File: src/logic/synth_post_divider_cfg.svh
// Register addresses, field positions and reset values for the post dividers
`ifndef SYNTH_POST_DIVIDER_CFG_SVH
`define SYNTH_POST_DIVIDER_CFG_SVH

`define PD_C_ADDR      8'h92
`define PD_D_ADDR      8'h95
`define PD_RESET_VAL   24'h000032
`define PD_SHAPE_MSB   23
`define PD_SHAPE_LSB   20
`define PD_FRAME_SHAPE 4'hF
`define PD_TYPE_BIT    19
`define PD_POL_BIT     18
`define PD_SEL_MSB     17
`define PD_SEL_LSB     16
`define PD_PERIOD_MSB  15
`define PD_MIN_RATIO   24'h000002
`define PD_MIN_PERIOD  16'h0001
`define PD_SEL_A       2'h0
`define PD_SEL_B       2'h1
`define PD_SEL_2       2'h2
`define PD_SEL_3       2'h3
`define PD_BYTE_HI     2'h0
`define PD_BYTE_MID    2'h1
`define PD_BYTE_LO     2'h2
`define PD_ALL_BYTES   3'h7

`endif

File: src/logic/synth_post_divider_pkg.sv
// Types shared by the post divider channels
package synth_post_divider_pkg;

  typedef enum logic [1:0] {
    MODE_CLOCK = 2'b01,
    MODE_FRAME = 2'b10
  } chan_mode_t;

  typedef logic [23:0] setting_t;

endpackage

File: src/logic/synth_post_divider_frame_pulse.sv
// Post divider channels C and D: divided clock or frame pulse output
`timescale 1ns/1ps
`include "synth_post_divider_cfg.svh"

module synth_post_divider_frame_pulse (
  input  wire logic       ref_clk,
  input  wire logic       reset,
  input  wire logic [7:0] reg_addr,
  input  wire logic [7:0] reg_wdata,
  input  wire logic       reg_wr,
  input  wire logic       rel_a_clk,
  input  wire logic       rel_b_clk,
  input  wire logic       pin_route_c,
  input  wire logic       pin_route_d,
  output logic      [7:0] reg_rdata_q,
  output logic            clk_out_c_q,
  output logic            clk_out_d_q
);

  // ----------------------------------------------------------------
  // Helpers
  // ----------------------------------------------------------------
  function automatic logic [23:0] eff_ratio(input logic [23:0] r);
    eff_ratio = (r < `PD_MIN_RATIO) ? `PD_MIN_RATIO : r;
  endfunction

  function automatic logic [15:0] eff_period(input logic [15:0] p);
    eff_period = (p < `PD_MIN_PERIOD) ? `PD_MIN_PERIOD : p;
  endfunction

  function automatic logic is_frame(input logic [23:0] s);
    is_frame = (s[`PD_SHAPE_MSB:`PD_SHAPE_LSB] == `PD_FRAME_SHAPE);
  endfunction

  // Related clock pick; own-channel code reads as reserved (low)
  function automatic logic rel_pick(
    input logic       is_d,
    input logic [1:0] sel,
    input logic       a,
    input logic       b,
    input logic       c_lvl,
    input logic       d_lvl
  );
    case (sel)
      `PD_SEL_A: rel_pick = a;
      `PD_SEL_B: rel_pick = b;
      `PD_SEL_2: rel_pick = is_d ? c_lvl : 1'b0;
      `PD_SEL_3: rel_pick = is_d ? 1'b0 : d_lvl;
      default:   rel_pick = 1'b0;
    endcase
  endfunction

  // Own-channel and reserved codes give no related clock
  function automatic logic rel_valid(
    input logic       is_d,
    input logic [1:0] sel
  );
    rel_valid = is_d ? (sel != `PD_SEL_3) : (sel != `PD_SEL_2);
  endfunction

  // ----------------------------------------------------------------
  // Register file
  // ----------------------------------------------------------------
  synth_post_divider_pkg::setting_t   stage_q [2];
  synth_post_divider_pkg::setting_t   stage_d [2];
  synth_post_divider_pkg::setting_t   cfg_q   [2];
  synth_post_divider_pkg::setting_t   cfg_d   [2];
  logic [2:0]                         wmask_q [2];
  logic [2:0]                         wmask_d [2];
  synth_post_divider_pkg::chan_mode_t mode_q  [2];
  synth_post_divider_pkg::chan_mode_t mode_d  [2];
  logic [7:0]                         rdata_d;

  always_comb
  begin
    logic [7:0] base;
    logic [7:0] off;
    base    = 8'h00;
    off     = 8'h00;
    rdata_d = 8'h00;
    for (int k = 0; k < 2; k++)
    begin
      base       = (k == 0) ? `PD_C_ADDR : `PD_D_ADDR;
      off        = reg_addr - base;
      stage_d[k] = stage_q[k];
      cfg_d[k]   = cfg_q[k];
      wmask_d[k] = wmask_q[k];
      mode_d[k]  = mode_q[k];
      if (reg_addr >= base && off <= {6'h00, `PD_BYTE_LO})
      begin
        case (off[1:0])
          `PD_BYTE_HI:  rdata_d = stage_q[k][23:16];
          `PD_BYTE_MID: rdata_d = stage_q[k][15:8];
          default:      rdata_d = stage_q[k][7:0];
        endcase
        if (reg_wr)
        begin
          case (off[1:0])
            `PD_BYTE_HI:  stage_d[k][23:16] = reg_wdata;
            `PD_BYTE_MID: stage_d[k][15:8]  = reg_wdata;
            default:      stage_d[k][7:0]   = reg_wdata;
          endcase
          wmask_d[k][off[1:0]] = 1'b1;
          if (wmask_d[k] == `PD_ALL_BYTES)
          begin
            cfg_d[k]   = stage_d[k];
            wmask_d[k] = 3'h0;
            if (is_frame(stage_d[k]))
              mode_d[k] = synth_post_divider_pkg::MODE_FRAME;
            else
              mode_d[k] = synth_post_divider_pkg::MODE_CLOCK;
          end
        end
      end
    end
  end

  always_ff @(posedge ref_clk or posedge reset)
  begin
    if (reset)
    begin
      for (int k = 0; k < 2; k++)
      begin
        stage_q[k] <= `PD_RESET_VAL;
        cfg_q[k]   <= `PD_RESET_VAL;
        wmask_q[k] <= 3'h0;
        mode_q[k]  <= synth_post_divider_pkg::MODE_CLOCK;
      end
      reg_rdata_q <= 8'h00;
    end
    else
    begin
      stage_q     <= stage_d;
      cfg_q       <= cfg_d;
      wmask_q     <= wmask_d;
      mode_q      <= mode_d;
      reg_rdata_q <= rdata_d;
    end
  end

  // ----------------------------------------------------------------
  // Dividers and frame pulse generators (index 0 is C, 1 is D)
  // ----------------------------------------------------------------
  logic [23:0] cnt_q   [2];
  logic [23:0] cnt_d   [2];
  logic        lvl_q   [2];
  logic        lvl_d   [2];
  logic [15:0] fcnt_q  [2];
  logic [15:0] fcnt_d  [2];
  logic        rprev_q [2];
  logic        rprev_d [2];
  logic        fp_q    [2];
  logic        fp_d    [2];
  logic        out_d   [2];

  always_comb
  begin
    logic [23:0] r;
    logic [15:0] p;
    logic        rel;
    logic        rise;
    logic        fall;
    logic        route;
    r     = 24'h000000;
    p     = 16'h0000;
    rel   = 1'b0;
    rise  = 1'b0;
    fall  = 1'b0;
    route = 1'b0;
    for (int k = 0; k < 2; k++)
    begin
      // Divided clock, high for floor(ratio/2) cycles
      r        = eff_ratio(cfg_q[k]);
      cnt_d[k] = (cnt_q[k] >= r - 24'h000001) ? 24'h000000
                 : cnt_q[k] + 24'h000001;
      lvl_d[k] = (cnt_d[k] < {1'b0, r[23:1]});

      rel = rel_pick(k == 1, cfg_q[k][`PD_SEL_MSB:`PD_SEL_LSB],
                     rel_a_clk, rel_b_clk, lvl_q[0], lvl_q[1]);
      rise       = rel && !rprev_q[k];
      fall       = !rel && rprev_q[k];
      rprev_d[k] = rel;
      p          = eff_period(cfg_q[k][`PD_PERIOD_MSB:0]);
      fcnt_d[k]  = fcnt_q[k];
      fp_d[k]    = fp_q[k];
      if (rise)
      begin
        // Counter holds index of the coming related rising edge
        fcnt_d[k] = (fcnt_q[k] >= p - 16'h0001) ? 16'h0000
                    : fcnt_q[k] + 16'h0001;
        if (cfg_q[k][`PD_TYPE_BIT])
          fp_d[k] = (fcnt_q[k] == 16'h0000);
      end
      if (fall && !cfg_q[k][`PD_TYPE_BIT])
        fp_d[k] = (fcnt_q[k] == 16'h0000);
      // No related clock: pulse idles instead of sticking
      if (!rel_valid(k == 1, cfg_q[k][`PD_SEL_MSB:`PD_SEL_LSB]))
        fp_d[k] = 1'b0;

      route = (k == 0) ? pin_route_c : pin_route_d;
      case (mode_q[k])
        synth_post_divider_pkg::MODE_FRAME:
          out_d[k] = fp_q[k] ^ cfg_q[k][`PD_POL_BIT] ^ route;
        synth_post_divider_pkg::MODE_CLOCK:
          out_d[k] = lvl_q[k];
        default:
          out_d[k] = 1'b0;
      endcase
    end
  end

  always_ff @(posedge ref_clk or posedge reset)
  begin
    if (reset)
    begin
      for (int k = 0; k < 2; k++)
      begin
        cnt_q[k]   <= 24'h000000;
        lvl_q[k]   <= 1'b1;
        fcnt_q[k]  <= 16'h0000;
        rprev_q[k] <= 1'b0;
        fp_q[k]    <= 1'b0;
      end
      clk_out_c_q <= 1'b0;
      clk_out_d_q <= 1'b0;
    end
    else
    begin
      cnt_q       <= cnt_d;
      lvl_q       <= lvl_d;
      fcnt_q      <= fcnt_d;
      rprev_q     <= rprev_d;
      fp_q        <= fp_d;
      clk_out_c_q <= out_d[0];
      clk_out_d_q <= out_d[1];
    end
  end

endmodule

File: config.mk
export PLATFORM = sky130hd
export DESIGN_NAME = synth_post_divider_frame_pulse
export DESIGN_NICKNAME = d
export VERILOG_FILES = /design/src/logic/synth_post_divider_pkg.sv /design/src/logic/synth_post_divider_frame_pulse.sv
export VERILOG_INCLUDE_DIRS = /design/src /design/src/logic
export SDC_FILE = /design/constraint.sdc
export NUM_CORES = 1
export LEC_CHECK = 0
export BUFFER_PORTS_ARGS = -buffer_cell sky130_fd_sc_hd__clkbuf_2
export CORE_ASPECT_RATIO = 0.8
export CORE_MARGIN = 3
export CORE_UTILIZATION = 65
export DETAILED_ROUTE_END_ITERATION = 6
export PLACE_DENSITY = 0.82
export RECOVER_POWER = 100
export REMOVE_ABC_BUFFERS = 1
export SETUP_SLACK_MARGIN = 0.15
export SLEW_MARGIN = 20
export SYNTH_ARGS = -nofsm -noshare
export SYNTH_HDL_FRONTEND = slang
export SYNTH_SLANG_ARGS = --single-unit
export TNS_END_PERCENT = 30
File: constraint.sdc
create_clock -name ref_clk -period 9.4 [get_ports ref_clk]
set_input_delay 0.94 -clock ref_clk [delete_from_list [all_inputs] [get_ports ref_clk]]
set_output_delay 0.94 -clock ref_clk [all_outputs]
set_load 0.005 [all_outputs]
# After elaboration in Yosys (flattened, before gate mapping)
# Index checks and enable logic that the tools add are counted.
[op_classes]
addsub = 10
magnitude_cmp = 18
n_eq_ne = 22
muxes = 42
n_bitwise = 6
n_reduce_logical = 30
[ops]
columns = ["op", "count"]
rows = [
  ["24-bit 2-to-1 mux", 4],
  ["8-bit 2-to-1 mux", 12],
  ["16-bit 2-to-1 mux", 4],
  ["24-bit by 1-bit adder with 24-bit output (second input constant)", 2],
  ["24-bit >= comparator", 2],
  ["24-bit by 2-bit less-than comparator with 1-bit output (second input constant)", 2],
  ["24-bit by 23-bit less-than comparator with 1-bit output", 2],
  ["24-bit by 1-bit subtractor with 24-bit output (second input constant)", 2],
  ["16-bit by 1-bit adder with 16-bit output (second input constant)", 2],
  ["16-bit >= comparator", 2],
  ["16-bit logical NOT", 2],
  ["16-bit by 1-bit less-than comparator with 1-bit output (second input constant)", 2],
  ["8-bit case mux with 2 select lines", 2],
  ["16-bit by 1-bit subtractor with 16-bit output (second input constant)", 2],
  ["8-bit >= comparator (second input constant)", 2],
  ["8-bit by 2-bit <= comparator with 1-bit output (second input constant)", 2],
  ["8-bit subtractor (second input constant)", 2],
  ["2-bit by 1-bit equality test with 1-bit output (second input constant)", 6],
  ["2-bit equality test (second input constant)", 6],
  ["3-bit inequality test (second input constant)", 4],
  ["1-bit logical AND", 10],
  ["1-bit 2-to-1 mux", 10],
  ["4-bit equality test (second input constant)", 2],
  ["2-bit logical NOT", 4],
  ["15 further kinds", 38],
]
[word_totals]
ff_bits = 202
inputBits = 23
output_inout_bits = 10
elab_cells = 149

# Longest topological paths before layout
[depth]
depth_word = 8
ltp_mapped = 26
ltp_nobuf = 24

# Worst setup path after synthesis
# Ideal clock, no wire load.
[synth_path]
path_type = "register to register"
start = "register cfg_q[7] (netlist name)"
end = "register lvl_q[0] (netlist name)"
setup_time_ns = 0.080
t_arrival_ns = 6.058
t_required_ns = 9.320
path_slack_ns = 3.262
path_stages_with_launch = 25
n_path_buf = 2
synth_period_minus_slack_ns = 6.138
path_cell_list = "dfrtp_1 > buf_6 > or4_4 > nor3_4 > and4_1 > nand2b_1 > ha_1 > and3_1 > nand2_1 > or4_1 > nor4_1 > xnor2_1 > ha_1 > nand4_1 > or4_1 > o21ai_1 > clkbuf_1 > nor2_1 > ha_1 > nand4_1 > nor3_1 > nand2_1 > or4_1 > o21a_1 > o2111a_1"
[synth_lines]
columns = ["item", "line", "source"]
rows = [
  ["from (decl)", "synth_post_divider_frame_pulse.sv:66", "synth_post_divider_pkg::setting_t cfg_q [2];"],
  ["from (signal, indexed assignment)", "synth_post_divider_frame_pulse.sv:125", "cfg_q[k] <= `PD_RESET_VAL;"],
  ["from (signal assigned)", "synth_post_divider_frame_pulse.sv:134", "cfg_q <= cfg_d;"],
  ["to (signal assigned)", "synth_post_divider_frame_pulse.sv:230", "lvl_q <= lvl_d;"],
  ["to (decl)", "synth_post_divider_frame_pulse.sv:146", "logic lvl_q [2];"],
]

==> results.toml <==
[min_path]
min_path_cells = 1
worstHoldStart = "wmask_q[5]"
min_path_type = "reg2reg"
worstHoldEndpoint = "wmask_q[5]"

[floorplan]
core_mm2 = 0.0203
die_area_mm2 = 0.0230
io-pin-count = 33
rows = 46
die_w_um = 169
start_util_pct = 67.7
die_h_um = 136

[cells_and_area]
ff_latch_area_mm2 = 0.00507
nets = 1685
drive_gt1_share_pct = 9.35
area_growth_pct = 6.97
multi_input_area_mm2 = 0.00813
n_fill_cell = 1534
diodes = 0

[synthesis]
synthFlopType = "dfrtp_1"
synthArstFlopShare_pct = 100
yosys.area.top_type = "dfrtp_1"
synth_edf_count = 0
synthTopCellsByArea = "dfrtp_1 34%, ha_1 13%, xnor2_1 5.4%"
yosys.area.top_type_share_pct = 33.8
ys_seq_area_share_pct = 36.9
synthTopCellsByCount = "186 x dfrtp_1, 163 x nor2_1, 148 x nand2_1"
yosysWarnings = 0
synth_cells = 1513
yosysMostFrequentCell = "dfrtp_1"
yosys_register_bits = 202
synth_area_mm2 = 0.0138
synth_cell_types = 68
syn_area_per_cell_um2 = 9.09

[clock_tree]
clock_latency_ns = 0.53
cts_setup_buffers = 0
postCtsHoldBufs = 0
cts_buffers = 22
post_cts_resized = 0
clockRootBuffer = "clkbuf_16"
cts_tree = "done"
cts_buffer_depth = 3
clk_pin_slew_ns = 0.06
clkSinkCount = 202
htreeDepth = 1

[critical_path]
path_max_fanout = 12
cp-start-kind = "register"
path_class = "reg2reg"
cp.arrival_ns = 8.44
rr_startpoint = "cfg_q[9]"
r2r_cells = 22
r2r_slack_ns = 1.39
r2r-end = "lvl_q[0]"
worstPathRequired_ns = 9.84
worstSetupEndpointType = "register"

[sta]
setup_viol = 0
post-route-min-period_ns = 8.01
finalHoldViolCount = 0
slew_headroom_pct = -283
timing.fmax_mhz = 125
worst_pin_slew_ns = 5.72
setup_slack_ns = 1.39
tns_ns = 0
skew_ns = 0.0183
finalCritPeriodShare_pct = 85.2
rsz0062_at_grt = "false"
drv_slew = 314

[routing]
ant_nets = 0
dr.pass1.iters = 7
vias_per_cell = 6.42
drtIter0Drc = 1501
m1WireLength_um = 16700
wirelength_um = 35100
dr.max_layer_used = "met5"
via_count = 11515
drc_errors = 0
wl_met2_um = 14400
wl_met3_um = 3320
post_drt_wl_per_cell_um = 19.6

[power_and_ir_drop]
ir_drop_v = 0.000159
cellPowerDensity_mw_per_mm2 = 202
total_power_mw = 2.97
power.leakage_nw = 6.94

[place]
hpwl_um = 26400
routabilityCongestion = 0.989
dp_slack_ns = 2.40
io_buffers = 32

[global_routing]
grt_pass1_vias = 10656
grt-ovfl-total = 0
grt_max_degree = 132
antenna_found_initial = 1
grt_pass1_wl_um = 57100
grt_usage_pct = 30.9

[run]
drv_cap = 5

[run_status]
violations = "max-capacitance violations, max-slew violations"
status = "complete, but fails checks"
[area by class of cell]
type                       instances  area share, %
clock inverter                     9          0.519
sequential                       202           34.5
tap                              264           2.24
inverter                          77           1.97
multi-input combinational       1174           55.3
clock buffer                      28           4.17
timing repair buffer              40           1.35
[power by group]
group | internal (mW) | switching, mW
Clock | 0.464 | 0.366
Combinational | 0.443 | 0.631
Sequential | 0.956 | 0.115
[registers in the layout, indices dropped and copies added (netlist names)]
register / flops
cfg_q: 48
cnt_q: 48
stage_q: 48
fcnt_q: 32
reg_rdata_q: 8
wmask_q: 6
mode_q: 4
fp_q: 2
lvl_q: 2
rprev_q: 2
clk_out_c_q: 1
clk_out_d_q: 1
[logic make-up after synthesis]
group	count (synthesis)	synth area share, %
and+or+nand+nor	549	19.3
muxes	99	7.65
AOI/OAI and AO/OA	259	11.3
xor gates and xnor gates	122	7.82
DFF	202	36.9
adders and majority gates	145	13.2
buffers and inverters	137	3.82
[per-layer routing]
| layer | track usage (%) | up-vias |
|---|---|---|
| li1 | - | 5387 |
| met1 | 48.7 | 5556 |
| met2 | 43.5 | 509 |
| met3 | 6.66 | 61 |
| met4 | 7.00 | 2 |
| met5 | 0 | - |
[cells in the final DEF, fill, tap and decap left out, types with 7 or more instances in the layout]
| cell type | count |
|---|---|
| a211oi_1 | 7 |
| a21o_1 | 11 |
| a21oi_1 | 94 |
| a22oi_1 | 19 |
| and3_1 | 22 |
| and4_1 | 10 |
| clkbuf_1 | 13 |
| clkbuf_16 | 22 |
| clkbuf_2 | 24 |
| dfrtp_1 | 186 |
| dfstp_2 | 16 |
| ha_1 | 144 |
| inv_1 | 76 |
| mux2_2 | 49 |
| mux2i_1 | 50 |
| nand2_1 | 148 |
| nand2b_1 | 11 |
| nand3_1 | 54 |
| nand4_1 | 44 |
| nor2_1 | 163 |
| nor3_1 | 38 |
| nor4_1 | 21 |
| o21ai_0 | 71 |
| or4_1 | 8 |
| xnor2_1 | 85 |
| xor2_1 | 36 |
[critical path, stage by stage (launching register included)]
cell	delay [ns]
dfrtp_1	0.44
or4_1	0.59
nor3_1	0.52
and4_1	0.40
nand2b_1	0.16
ha_1	0.20
and3_1	0.26
nand2_1	0.15
or4_1	0.47
nor4_1	0.26
xnor2_1	0.15
ha_1	0.31
nand4_1	0.11
or4_1	0.51
o21ai_0	1.15
nor2_1	0.22
ha_1	0.39
nand3_1	0.12
nor3_1	0.36
nand2_1	0.13
or4_1	0.58
o21a_1	0.20
o2111a_1	0.24
[stage by stage]
step | util [%] | instances | hold slack (ns) | area (µm²)
final | 72.4 | 1794 | 0.497 | 14700
after floorplan | - | 1453 | 0.461 | 13500
after global placement | 69.3 | 1757 | 0.475 | 14100
after detailed placement | 69.3 | 1757 | 0.483 | 14100
after global routing | 72.4 | 1794 | 0.519 | 14700
after CTS | 72.7 | 1794 | 0.496 | 14800
[worst max-delay path by stage]
stage	start	end	slack (ns)	depth (start not counted)
floorplan	cfg_q[26]	lvl_q[1]	2.81	22
global placement	cfg_q[9]	lvl_q[0]	2.61	23
detailed placement	cfg_q[9]	lvl_q[0]	2.40	23
CTS	cfg_q[9]	lvl_q[0]	2.34	23
global route	reset	cnt_q[4]	0.87	3
finish	cfg_q[9]	lvl_q[0]	1.39	22
(Power assumes the default switching activity.)
